===== config.mk =====
export PLATFORM = sky130hd
export DESIGN_NAME = flash_host
export DESIGN_NICKNAME = d
export VERILOG_FILES = /design/src/verilog/flash_host_pkg.sv /design/src/verilog/flash_host.sv /design/src/verilog/flash_timer.sv
export SDC_FILE = /design/constraint.sdc
export NUM_CORES = 1
export LEC_CHECK = 0
export BUFFER_PORTS_ARGS = -buffer_cell sky130_fd_sc_hd__buf_2
export CAP_MARGIN = 0
export CORE_MARGIN = 5
export CORE_UTILIZATION = 30
export DETAILED_ROUTE_END_ITERATION = 8
export SETUP_SLACK_MARGIN = 0.4
export SLEW_MARGIN = 10
export SYNTH_ARGS = -nofsm -noshare
export SYNTH_HDL_FRONTEND = slang
export SYNTH_SLANG_ARGS = --single-unit

===== constraint.sdc =====
create_clock -name clk -period 3.3 [get_ports clk]
set_clock_uncertainty 0.15 [all_clocks]
set_input_delay 0.33 -clock clk [delete_from_list [all_inputs] [get_ports clk]]
set_output_delay 0.33 -clock clk [all_outputs]
set_load 0.01 [all_outputs]

===== src/verilog/flash_host_pkg.sv =====
package flash_host_pkg;

  localparam int CLK_PERIOD_NS        = 40;
  // Slowest speed grade, so one build serves every grade
  localparam int BUS_CYCLE_NS         = 120;
  localparam int WRITE_PULSE_NS       = 35;
  localparam int WRITE_PULSE_HIGH_NS  = 30;
  localparam int READ_TO_WRITE_NS     = 0;
  localparam int POLL_ADDR_SETUP_NS   = 15;
  localparam int POLL_OE_HIGH_NS      = 20;
  localparam int RESET_PULSE_NS       = 500;
  localparam int RESET_READY_US       = 20;
  localparam int RESET_RELEASE_NS     = 50;
  localparam int BUSY_DELAY_NS        = 90;
  localparam int POLL_VALID_US        = 4;
  localparam int ERASE_TYP_MS         = 500;
  localparam int TIMEOUT_FACTOR       = 4;
  localparam int NS_PER_US            = 1000;
  localparam int CYC_PER_MS           = 1000000 / CLK_PERIOD_NS;
  localparam int SYNC_STAGES          = 2;
  localparam int TOGGLE_BIT           = 6;
  localparam int PHASE_TW             = 10;
  localparam int TIMEOUT_TW           = 32;

  function automatic int cyc_up(input int ns);
    int c;
    c = (ns + CLK_PERIOD_NS - 1) / CLK_PERIOD_NS;
    cyc_up = (c < 1) ? 1 : c;
  endfunction : cyc_up

  function automatic int max2(input int a, input int b);
    max2 = (a > b) ? a : b;
  endfunction : max2

  localparam int BUS_CYC        = cyc_up(BUS_CYCLE_NS);
  localparam int RD_ACC_CYC     = BUS_CYC + SYNC_STAGES;
  localparam int WR_LOW_CYC     = cyc_up(WRITE_PULSE_NS);
  localparam int WR_HIGH_CYC    = max2(cyc_up(WRITE_PULSE_HIGH_NS), BUS_CYC - WR_LOW_CYC);
  localparam int RD_WR_REC_CYC  = cyc_up(READ_TO_WRITE_NS);
  localparam int RST_LOW_CYC    = max2(cyc_up(RESET_PULSE_NS), cyc_up(RESET_READY_US * NS_PER_US));
  localparam int RST_REC_CYC    = cyc_up(RESET_RELEASE_NS);
  localparam int POLL_WAIT_CYC  = max2(cyc_up(POLL_VALID_US * NS_PER_US),
                                       cyc_up(BUSY_DELAY_NS) + SYNC_STAGES);
  localparam int POLL_GAP_CYC   = max2(cyc_up(POLL_ADDR_SETUP_NS), cyc_up(POLL_OE_HIGH_NS));
  localparam int TIMEOUT_CYC    = ERASE_TYP_MS * CYC_PER_MS * TIMEOUT_FACTOR;

  typedef enum logic [1:0] {
    OP_READ  = 2'h0,
    OP_WRITE = 2'h1,
    OP_POLL  = 2'h2,
    OP_RESET = 2'h3
  } op_e;

  typedef enum logic [3:0] {
    ST_IDLE    = 4'h0,
    ST_RD_ACC  = 4'h1,
    ST_RD_END  = 4'h3,
    ST_WR_LOW  = 4'h2,
    ST_WR_HIGH = 4'h6,
    ST_PL_WAIT = 4'h7,
    ST_PL_GAP  = 4'h5,
    ST_PL_ACC  = 4'h4,
    ST_RST_LOW = 4'hC,
    ST_RST_REC = 4'hD,
    ST_DONE    = 4'hF
  } state_e;

endpackage : flash_host_pkg


===== src/verilog/flash_host.sv =====
`timescale 1ns/1ns
`default_nettype none
module flash_host
  import flash_host_pkg::*;
#(
  parameter int          ADDR_W         = 23,
  parameter int          DATA_W         = 16,
  parameter int unsigned TIMEOUT_CYCLES = TIMEOUT_CYC
) (
  input  wire logic              clk,
  input  wire logic              nrst,
  input  wire logic              cmd_valid,
  output logic                   cmd_ready,
  input  wire logic [1:0]        cmd_op,
  input  wire logic [ADDR_W-1:0] cmd_addr,
  input  wire logic [DATA_W-1:0] cmd_wdata,
  output logic                   rsp_valid,
  output logic [DATA_W-1:0]      rsp_rdata,
  output logic                   rsp_error,
  output logic [ADDR_W-1:0]      flash_addr,
  output logic [DATA_W-1:0]      flash_dq_o,
  output logic                   flash_dq_oe,
  input  wire logic [DATA_W-1:0] flash_dq_i,
  output logic                   flash_ce_n,
  output logic                   flash_oe_n,
  output logic                   flash_we_n,
  output logic                   flash_reset_n,
  input  wire logic              ready_busy_n
);

  state_e              state_r;
  state_e              state_nxt;
  logic                ph_load;
  logic [PHASE_TW-1:0] ph_val;
  logic                ph_expired;
  logic                to_load;
  logic                to_expired;
  logic [DATA_W-1:0]   dq_meta_r;
  logic [DATA_W-1:0]   dq_sync_r;
  logic                rb_meta_r;
  logic                rb_sync_r;
  logic [ADDR_W-1:0]   addr_r;
  logic [DATA_W-1:0]   wdata_r;
  logic [DATA_W-1:0]   rdata_r;
  logic                err_r;
  logic                tog_prev_r;
  logic                tog_valid_r;
  logic                poll_done;
  logic                in_poll;

  flash_timer #(.W(PHASE_TW)) u_phase (
    .clk      (clk),
    .nrst     (nrst),
    .load     (ph_load),
    .load_val (ph_val),
    .expired  (ph_expired)
  );

  // Long wait, four times the typical erase time; far above every embedded duration
  flash_timer #(.W(TIMEOUT_TW)) u_timeout (
    .clk      (clk),
    .nrst     (nrst),
    .load     (to_load),
    .load_val (TIMEOUT_TW'(TIMEOUT_CYCLES)),
    .expired  (to_expired)
  );

  // Pin inputs are asynchronous to clk
  always_ff @(posedge clk or negedge nrst)
  begin
    if (!nrst)
    begin
      dq_meta_r <= '0;
      dq_sync_r <= '0;
      rb_meta_r <= 1'b0;
      rb_sync_r <= 1'b0;
    end
    else
    begin
      dq_meta_r <= flash_dq_i;
      dq_sync_r <= dq_meta_r;
      rb_meta_r <= ready_busy_n;
      rb_sync_r <= rb_meta_r;
    end
  end

  assign in_poll   = (state_r == ST_PL_WAIT) || (state_r == ST_PL_GAP) || (state_r == ST_PL_ACC);
  // Ready pin or a toggle bit that stopped toggling ends the wait
  assign poll_done = rb_sync_r || (tog_valid_r && (tog_prev_r == dq_sync_r[TOGGLE_BIT]));

  always_comb
  begin
    state_nxt = state_r;
    ph_load   = 1'b0;
    ph_val    = '0;
    to_load   = 1'b0;
    unique case (state_r)
      ST_IDLE:
        if (cmd_valid)
        begin
          ph_load = 1'b1;
          unique case (op_e'(cmd_op))
            OP_READ:
            begin
              state_nxt = ST_RD_ACC;
              ph_val    = PHASE_TW'(RD_ACC_CYC);
            end
            OP_WRITE:
            begin
              state_nxt = ST_WR_LOW;
              ph_val    = PHASE_TW'(WR_LOW_CYC);
            end
            OP_POLL:
            begin
              // Status not trusted before it is valid; also covers busy delay
              state_nxt = ST_PL_WAIT;
              ph_val    = PHASE_TW'(POLL_WAIT_CYC);
              to_load   = 1'b1;
            end
            OP_RESET:
            begin
              // Held until a running algorithm has surely ended
              state_nxt = ST_RST_LOW;
              ph_val    = PHASE_TW'(RST_LOW_CYC);
            end
          endcase
        end
      ST_RST_LOW:
        if (ph_expired)
        begin
          state_nxt = ST_RST_REC;
          ph_load   = 1'b1;
          ph_val    = PHASE_TW'(RST_REC_CYC);
        end
      ST_RD_ACC:
        if (ph_expired)
        begin
          // Output enable high again before any write can start
          state_nxt = ST_RD_END;
          ph_load   = 1'b1;
          ph_val    = PHASE_TW'(RD_WR_REC_CYC);
        end
      ST_WR_LOW:
        if (ph_expired)
        begin
          state_nxt = ST_WR_HIGH;
          ph_load   = 1'b1;
          ph_val    = PHASE_TW'(WR_HIGH_CYC);
        end
      ST_RST_REC, ST_RD_END, ST_WR_HIGH:
        if (ph_expired)
          state_nxt = ST_DONE;
      ST_PL_WAIT:
        if (to_expired)
          state_nxt = ST_DONE;
        else if (ph_expired)
        begin
          state_nxt = ST_PL_GAP;
          ph_load   = 1'b1;
          ph_val    = PHASE_TW'(POLL_GAP_CYC);
        end
      ST_PL_GAP:
        if (to_expired)
          state_nxt = ST_DONE;
        else if (ph_expired)
        begin
          state_nxt = ST_PL_ACC;
          ph_load   = 1'b1;
          ph_val    = PHASE_TW'(RD_ACC_CYC);
        end
      ST_PL_ACC:
        if (ph_expired)
        begin
          if (to_expired || poll_done)
            state_nxt = ST_DONE;
          else
          begin
            state_nxt = ST_PL_GAP;
            ph_load   = 1'b1;
            ph_val    = PHASE_TW'(POLL_GAP_CYC);
          end
        end
      ST_DONE:
        state_nxt = ST_IDLE;
      default:
        state_nxt = ST_IDLE;
    endcase
  end

  always_ff @(posedge clk or negedge nrst)
  begin
    if (!nrst)
      state_r <= ST_IDLE;
    else
      state_r <= state_nxt;
  end

  always_ff @(posedge clk or negedge nrst)
  begin
    if (!nrst)
    begin
      addr_r  <= '0;
      wdata_r <= '0;
    end
    else if (state_r == ST_IDLE && cmd_valid)
    begin
      addr_r  <= cmd_addr;
      wdata_r <= cmd_wdata;
    end
  end

  // Pins follow the next state so they change with the state itself
  always_ff @(posedge clk or negedge nrst)
  begin
    if (!nrst)
    begin
      flash_addr    <= '0;
      flash_dq_o    <= '0;
      flash_dq_oe   <= 1'b0;
      flash_ce_n    <= 1'b1;
      flash_oe_n    <= 1'b1;
      flash_we_n    <= 1'b1;
      flash_reset_n <= 1'b1;
    end
    else
    begin
      flash_addr    <= (state_r == ST_IDLE && cmd_valid) ? cmd_addr : addr_r;
      flash_dq_o    <= (state_r == ST_IDLE && cmd_valid) ? cmd_wdata : wdata_r;
      flash_dq_oe   <= (state_nxt == ST_WR_LOW) || (state_nxt == ST_WR_HIGH);
      flash_ce_n    <= !((state_nxt == ST_RD_ACC) || (state_nxt == ST_WR_LOW) ||
                         (state_nxt == ST_PL_GAP) || (state_nxt == ST_PL_ACC));
      flash_oe_n    <= !((state_nxt == ST_RD_ACC) || (state_nxt == ST_PL_ACC));
      flash_we_n    <= !(state_nxt == ST_WR_LOW);
      flash_reset_n <= !(state_nxt == ST_RST_LOW);
    end
  end

  always_ff @(posedge clk or negedge nrst)
  begin
    if (!nrst)
    begin
      rdata_r     <= '0;
      tog_prev_r  <= 1'b0;
      tog_valid_r <= 1'b0;
    end
    else if (state_r == ST_PL_WAIT)
      tog_valid_r <= 1'b0;
    else if (ph_expired && (state_r == ST_RD_ACC || state_r == ST_PL_ACC))
    begin
      rdata_r     <= dq_sync_r;
      tog_prev_r  <= dq_sync_r[TOGGLE_BIT];
      tog_valid_r <= 1'b1;
    end
  end

  // Busy beyond the limit is a failure, not a hang
  always_ff @(posedge clk or negedge nrst)
  begin
    if (!nrst)
      err_r <= 1'b0;
    else if (state_r == ST_DONE)
      err_r <= 1'b0;
    else if (in_poll && state_nxt == ST_DONE)
      err_r <= to_expired && !poll_done;
  end

  assign cmd_ready = (state_r == ST_IDLE);
  assign rsp_valid = (state_r == ST_DONE);
  assign rsp_rdata = rdata_r;
  assign rsp_error = err_r;

endmodule : flash_host
`default_nettype wire


===== src/verilog/flash_timer.sv =====
`timescale 1ns/1ns
`default_nettype none
module flash_timer #(
  parameter int W = 10
) (
  input  wire logic         clk,
  input  wire logic         nrst,
  input  wire logic         load,
  input  wire logic [W-1:0] load_val,
  output logic              expired
);

  logic [W-1:0] cnt_r;

  always_ff @(posedge clk or negedge nrst)
  begin
    if (!nrst)
      cnt_r <= '0;
    else if (load)
      cnt_r <= load_val;
    else if (cnt_r != '0)
      cnt_r <= cnt_r - W'(1);
  end

  assign expired = (cnt_r == '0);

endmodule : flash_timer
`default_nettype wire


==> impl_metrics.tcl <==
set metrics [dict create \
    status "complete, no violations" \
    crit_top_cell "or4_4" \
    totalWireLength_um 13200 \
    path_max_fanout 6 \
    fmax_ghz 0.360 \
    ir_drop_v 0.000378 \
    hold_viol_final 0 \
    die_area_mm2 0.0226 \
    synth_most_common_cell "nand2_1" \
    synth_top_family_by_area "simple AND/OR/NAND/NOR gates" \
    synth_xor_area_frac 0.0489 \
    slowest_stage "or4_4" \
    fin_crit_ns 2.78 \
    instances_no_fill 1025 \
    finalCoreUtilization 0.417 \
    cp-start-kind "flop" \
    grt_setup_unrepaired "no" \
    worst_slew_pin_slew_ns 0.891 \
    root_buffer "clkbuf_16" \
    yosys-top-cells-count "nand2_1 (148), dfrtp_1 (138), nor2_1 (41), xnor2_1 (20), mux2_2 (18)" \
    p_leak_nw 3.87 \
    yosys_warnings 0 \
    area_delta_synth_final_pct 37.4 \
    postSynthCellCount 551 \
    gp_congestion 0.812 \
    power_mw 6.68 \
    yosysTopAreaCellShare 0.584 \
    cts_tree "yes" \
    routed_via_density 4.40 \
    clk_pin_slew_worst_paths_ns 0.06 \
    grt_pass1_vias 4815 \
    tns_ns 0 \
    synthesis.nets 618 \
    finalMaxSlewViolations 0 \
    top_level_ports 124 \
    hpwlAfterDp_um 8480 \
    diodes 0 \
    antenna_found_initial 0 \
    cts_htree_levels 4 \
    path_class "reg -> reg" \
    path_cells "or4_4 -> or4_4 -> nor2_8 -> a211oi_2 -> o21a_4 -> nor3_2 -> mux2i_1" \
    synth.distinct_cells 60 \
    syn_area_mm2 0.00591 \
    power_density_mw_per_mm2 823 \
    hold_path.class "reg -> reg" \
    relSlewSlack 0.406 \
    synthArstFlopShare 1.00 \
    synth-seq-area-share 0.602 \
    end_kind "flop" \
    grt_overflow 0 \
    wl_per_cell_um 12.9 \
    die_h_um 150 \
    placed_cells 931 \
    grt_pass1_wl_um 23300 \
    setup_ws_ns 0.522 \
    arrival_ns 2.97 \
    start_util 0.304 \
    pre_cts_slack_ns 0.273 \
    yosys.area_share.simple 0.212 \
    r2r_cells 7 \
    grt_max_degree 72 \
    ys_ff_latch 142 \
    yosysTopAreaCell "dfrtp_1" \
    required_ns 3.49 \
    synth_flop_cell "dfrtp_1" \
    drive_above_1_share 0.284 \
    finalCritPeriodShare 0.842 \
    die_x_um 150 \
    ys_top_cells_by_area "dfrtp_1 (58%), nand2_1 (9.4%), mux2_2 (3.4%)" \
    clk_latency_ns 0.42 \
    grt_use_total 0.127 \
    vias 4511 \
    maxCapViolCount 0 \
    ant_nets 0 \
    max_stage_delay_ns 0.64 \
    synth_compound_area_frac 0.0656 \
    synth_mux_area_frac 0.0360 \
    rows 51 \
    setup_viol 0 \
    drc 0 \
    drt_iter0_markers 366 \
    clk_path_buf_depth 2 \
    clock-sinks 142 \
    core_mm2 0.0195 \
    fin_nets 814 \
    syn_avg_cell_area_um2 10.7 \
    synth_edf_count 0 \
    synthAdderAreaFrac 0.0127 \
    cts_buffers 17 \
    drt_first_pass_iters 4 \
    nFillCells 1830 \
    port_buffers 123 \
    hold_depth 0 \
]
==> sequential cells by signal, summed over array words and instances, names as in the netlist, 4 cells and up <==
register / count
dq_meta_r: 16
rsp_rdata: 16
state_r: 4
flash_dq_o: 16
flash_addr: 23
u_timeout.cnt_r: 32
u_phase.cnt_r: 10
dq_sync_r: 16
==> logic make-up (layout without fill, tap and decap cells) <==
kind of cell | count (synthesis) | count (layout)
simple gates | 264 | 264
mux | 19 | 19
flops | 142 | 142
xor+xnor | 33 | 33
buf+inv | 33 | 242
fa+ha+maj | 6 | 6
compound gates | 54 | 54
==> layout make-up <==
type	instances	area [µm²]	area share
Sequential cell	142	3560	0.438
Multi-Input combinational cell	376	2240	0.276
Timing Repair Buffer	199	1360	0.167
Clock buffer	21	450	0.0555
Tap cell	265	332	0.0408
Clock inverter	11	135	0.0166
Inverter	11	41.3	0.00508
==> power breakdown <==
part | internal, mW | switching [mW]
clock network | 1.14 | 0.752
registers | 2.31 | 0.366
logic | 0.950 | 1.16
==> path summary, 6_finish.rpt <==
kind                                                      start                   endpoint  slack [ns]
max in group asynchronous                                  nrst  flash_dq_o[1]$_DFFE_PN0P_        1.95
min in group asynchronous                                  nrst  rsp_rdata[10]$_DFFE_PN0P_        0.35
worst max register to register  u_timeout.cnt_r[15]$_DFFE_PN0P_      rsp_error$_DFFE_PN0P_        0.52
worst max-delay path            u_timeout.cnt_r[15]$_DFFE_PN0P_      rsp_error$_DFFE_PN0P_        0.52
worst min-delay path                    dq_meta_r[14]$_DFF_PN0_    dq_sync_r[14]$_DFF_PN0_        0.20
worst min register to register          dq_meta_r[14]$_DFF_PN0_    dq_sync_r[14]$_DFF_PN0_        0.20
==> stage by stage <==
stage | area, µm² | hold slack (ns)
2_1_floorplan | 5910 | -0.116
3_3_place_gp | 6890 | 0.183
3_5_place_dp | 6890 | 0.185
4_1_cts | 8050 | 0.199
5_1_grt | 8120 | 0.207
6_report | 8120 | 0.197
==> timing repair <==
| item | 4_1_cts | 5_1_grt |
|---|---|---|
| endpoints found under the setup margin | 4 | 6 |
| pin swaps | 1 | 6 |
| gates cloned | 0 | 0 |
| resized for setup | 1 | 4 |
| endpoints found under the hold margin | 120 | 0 |
| buffers inserted | 1 | 4 |
| hold buffers | 57 | 0 |
==> metal layers <==
metal / GRT usage / vias to the layer above / wire, µm
met4: 0.0366 / 0 / 170
li1: - / 2231 / -
met5: 0 / - / 0
met1: 0.166 / 2156 / 6120
met2: 0.201 / 107 / 6080
met3: 0.0446 / 17 / 850
==> critical path, delay by kind of cell (launching register included) <==
family,cells,cell delay [ns]
simple gates,4,1.59
flops,1,0.41
compound gates,2,0.37
mux,1,0.19
==> cells in the final DEF (no fill, tap or decap), types with 7 or more instances in the layout <==
master         count
nor3_1             9
xnor2_1           20
a21oi_1           14
nor4_1             7
dlygate4sd3_1     57
inv_1             10
xor2_1            13
o21ai_0           13
buf_2            122
nor2_1            41
or3_1             10
clkbuf_16         17
buf_4             17
mux2_2            18
dfrtp_1          138
nand2_1          148
Note: power is estimated with default switching activity, not from simulation.
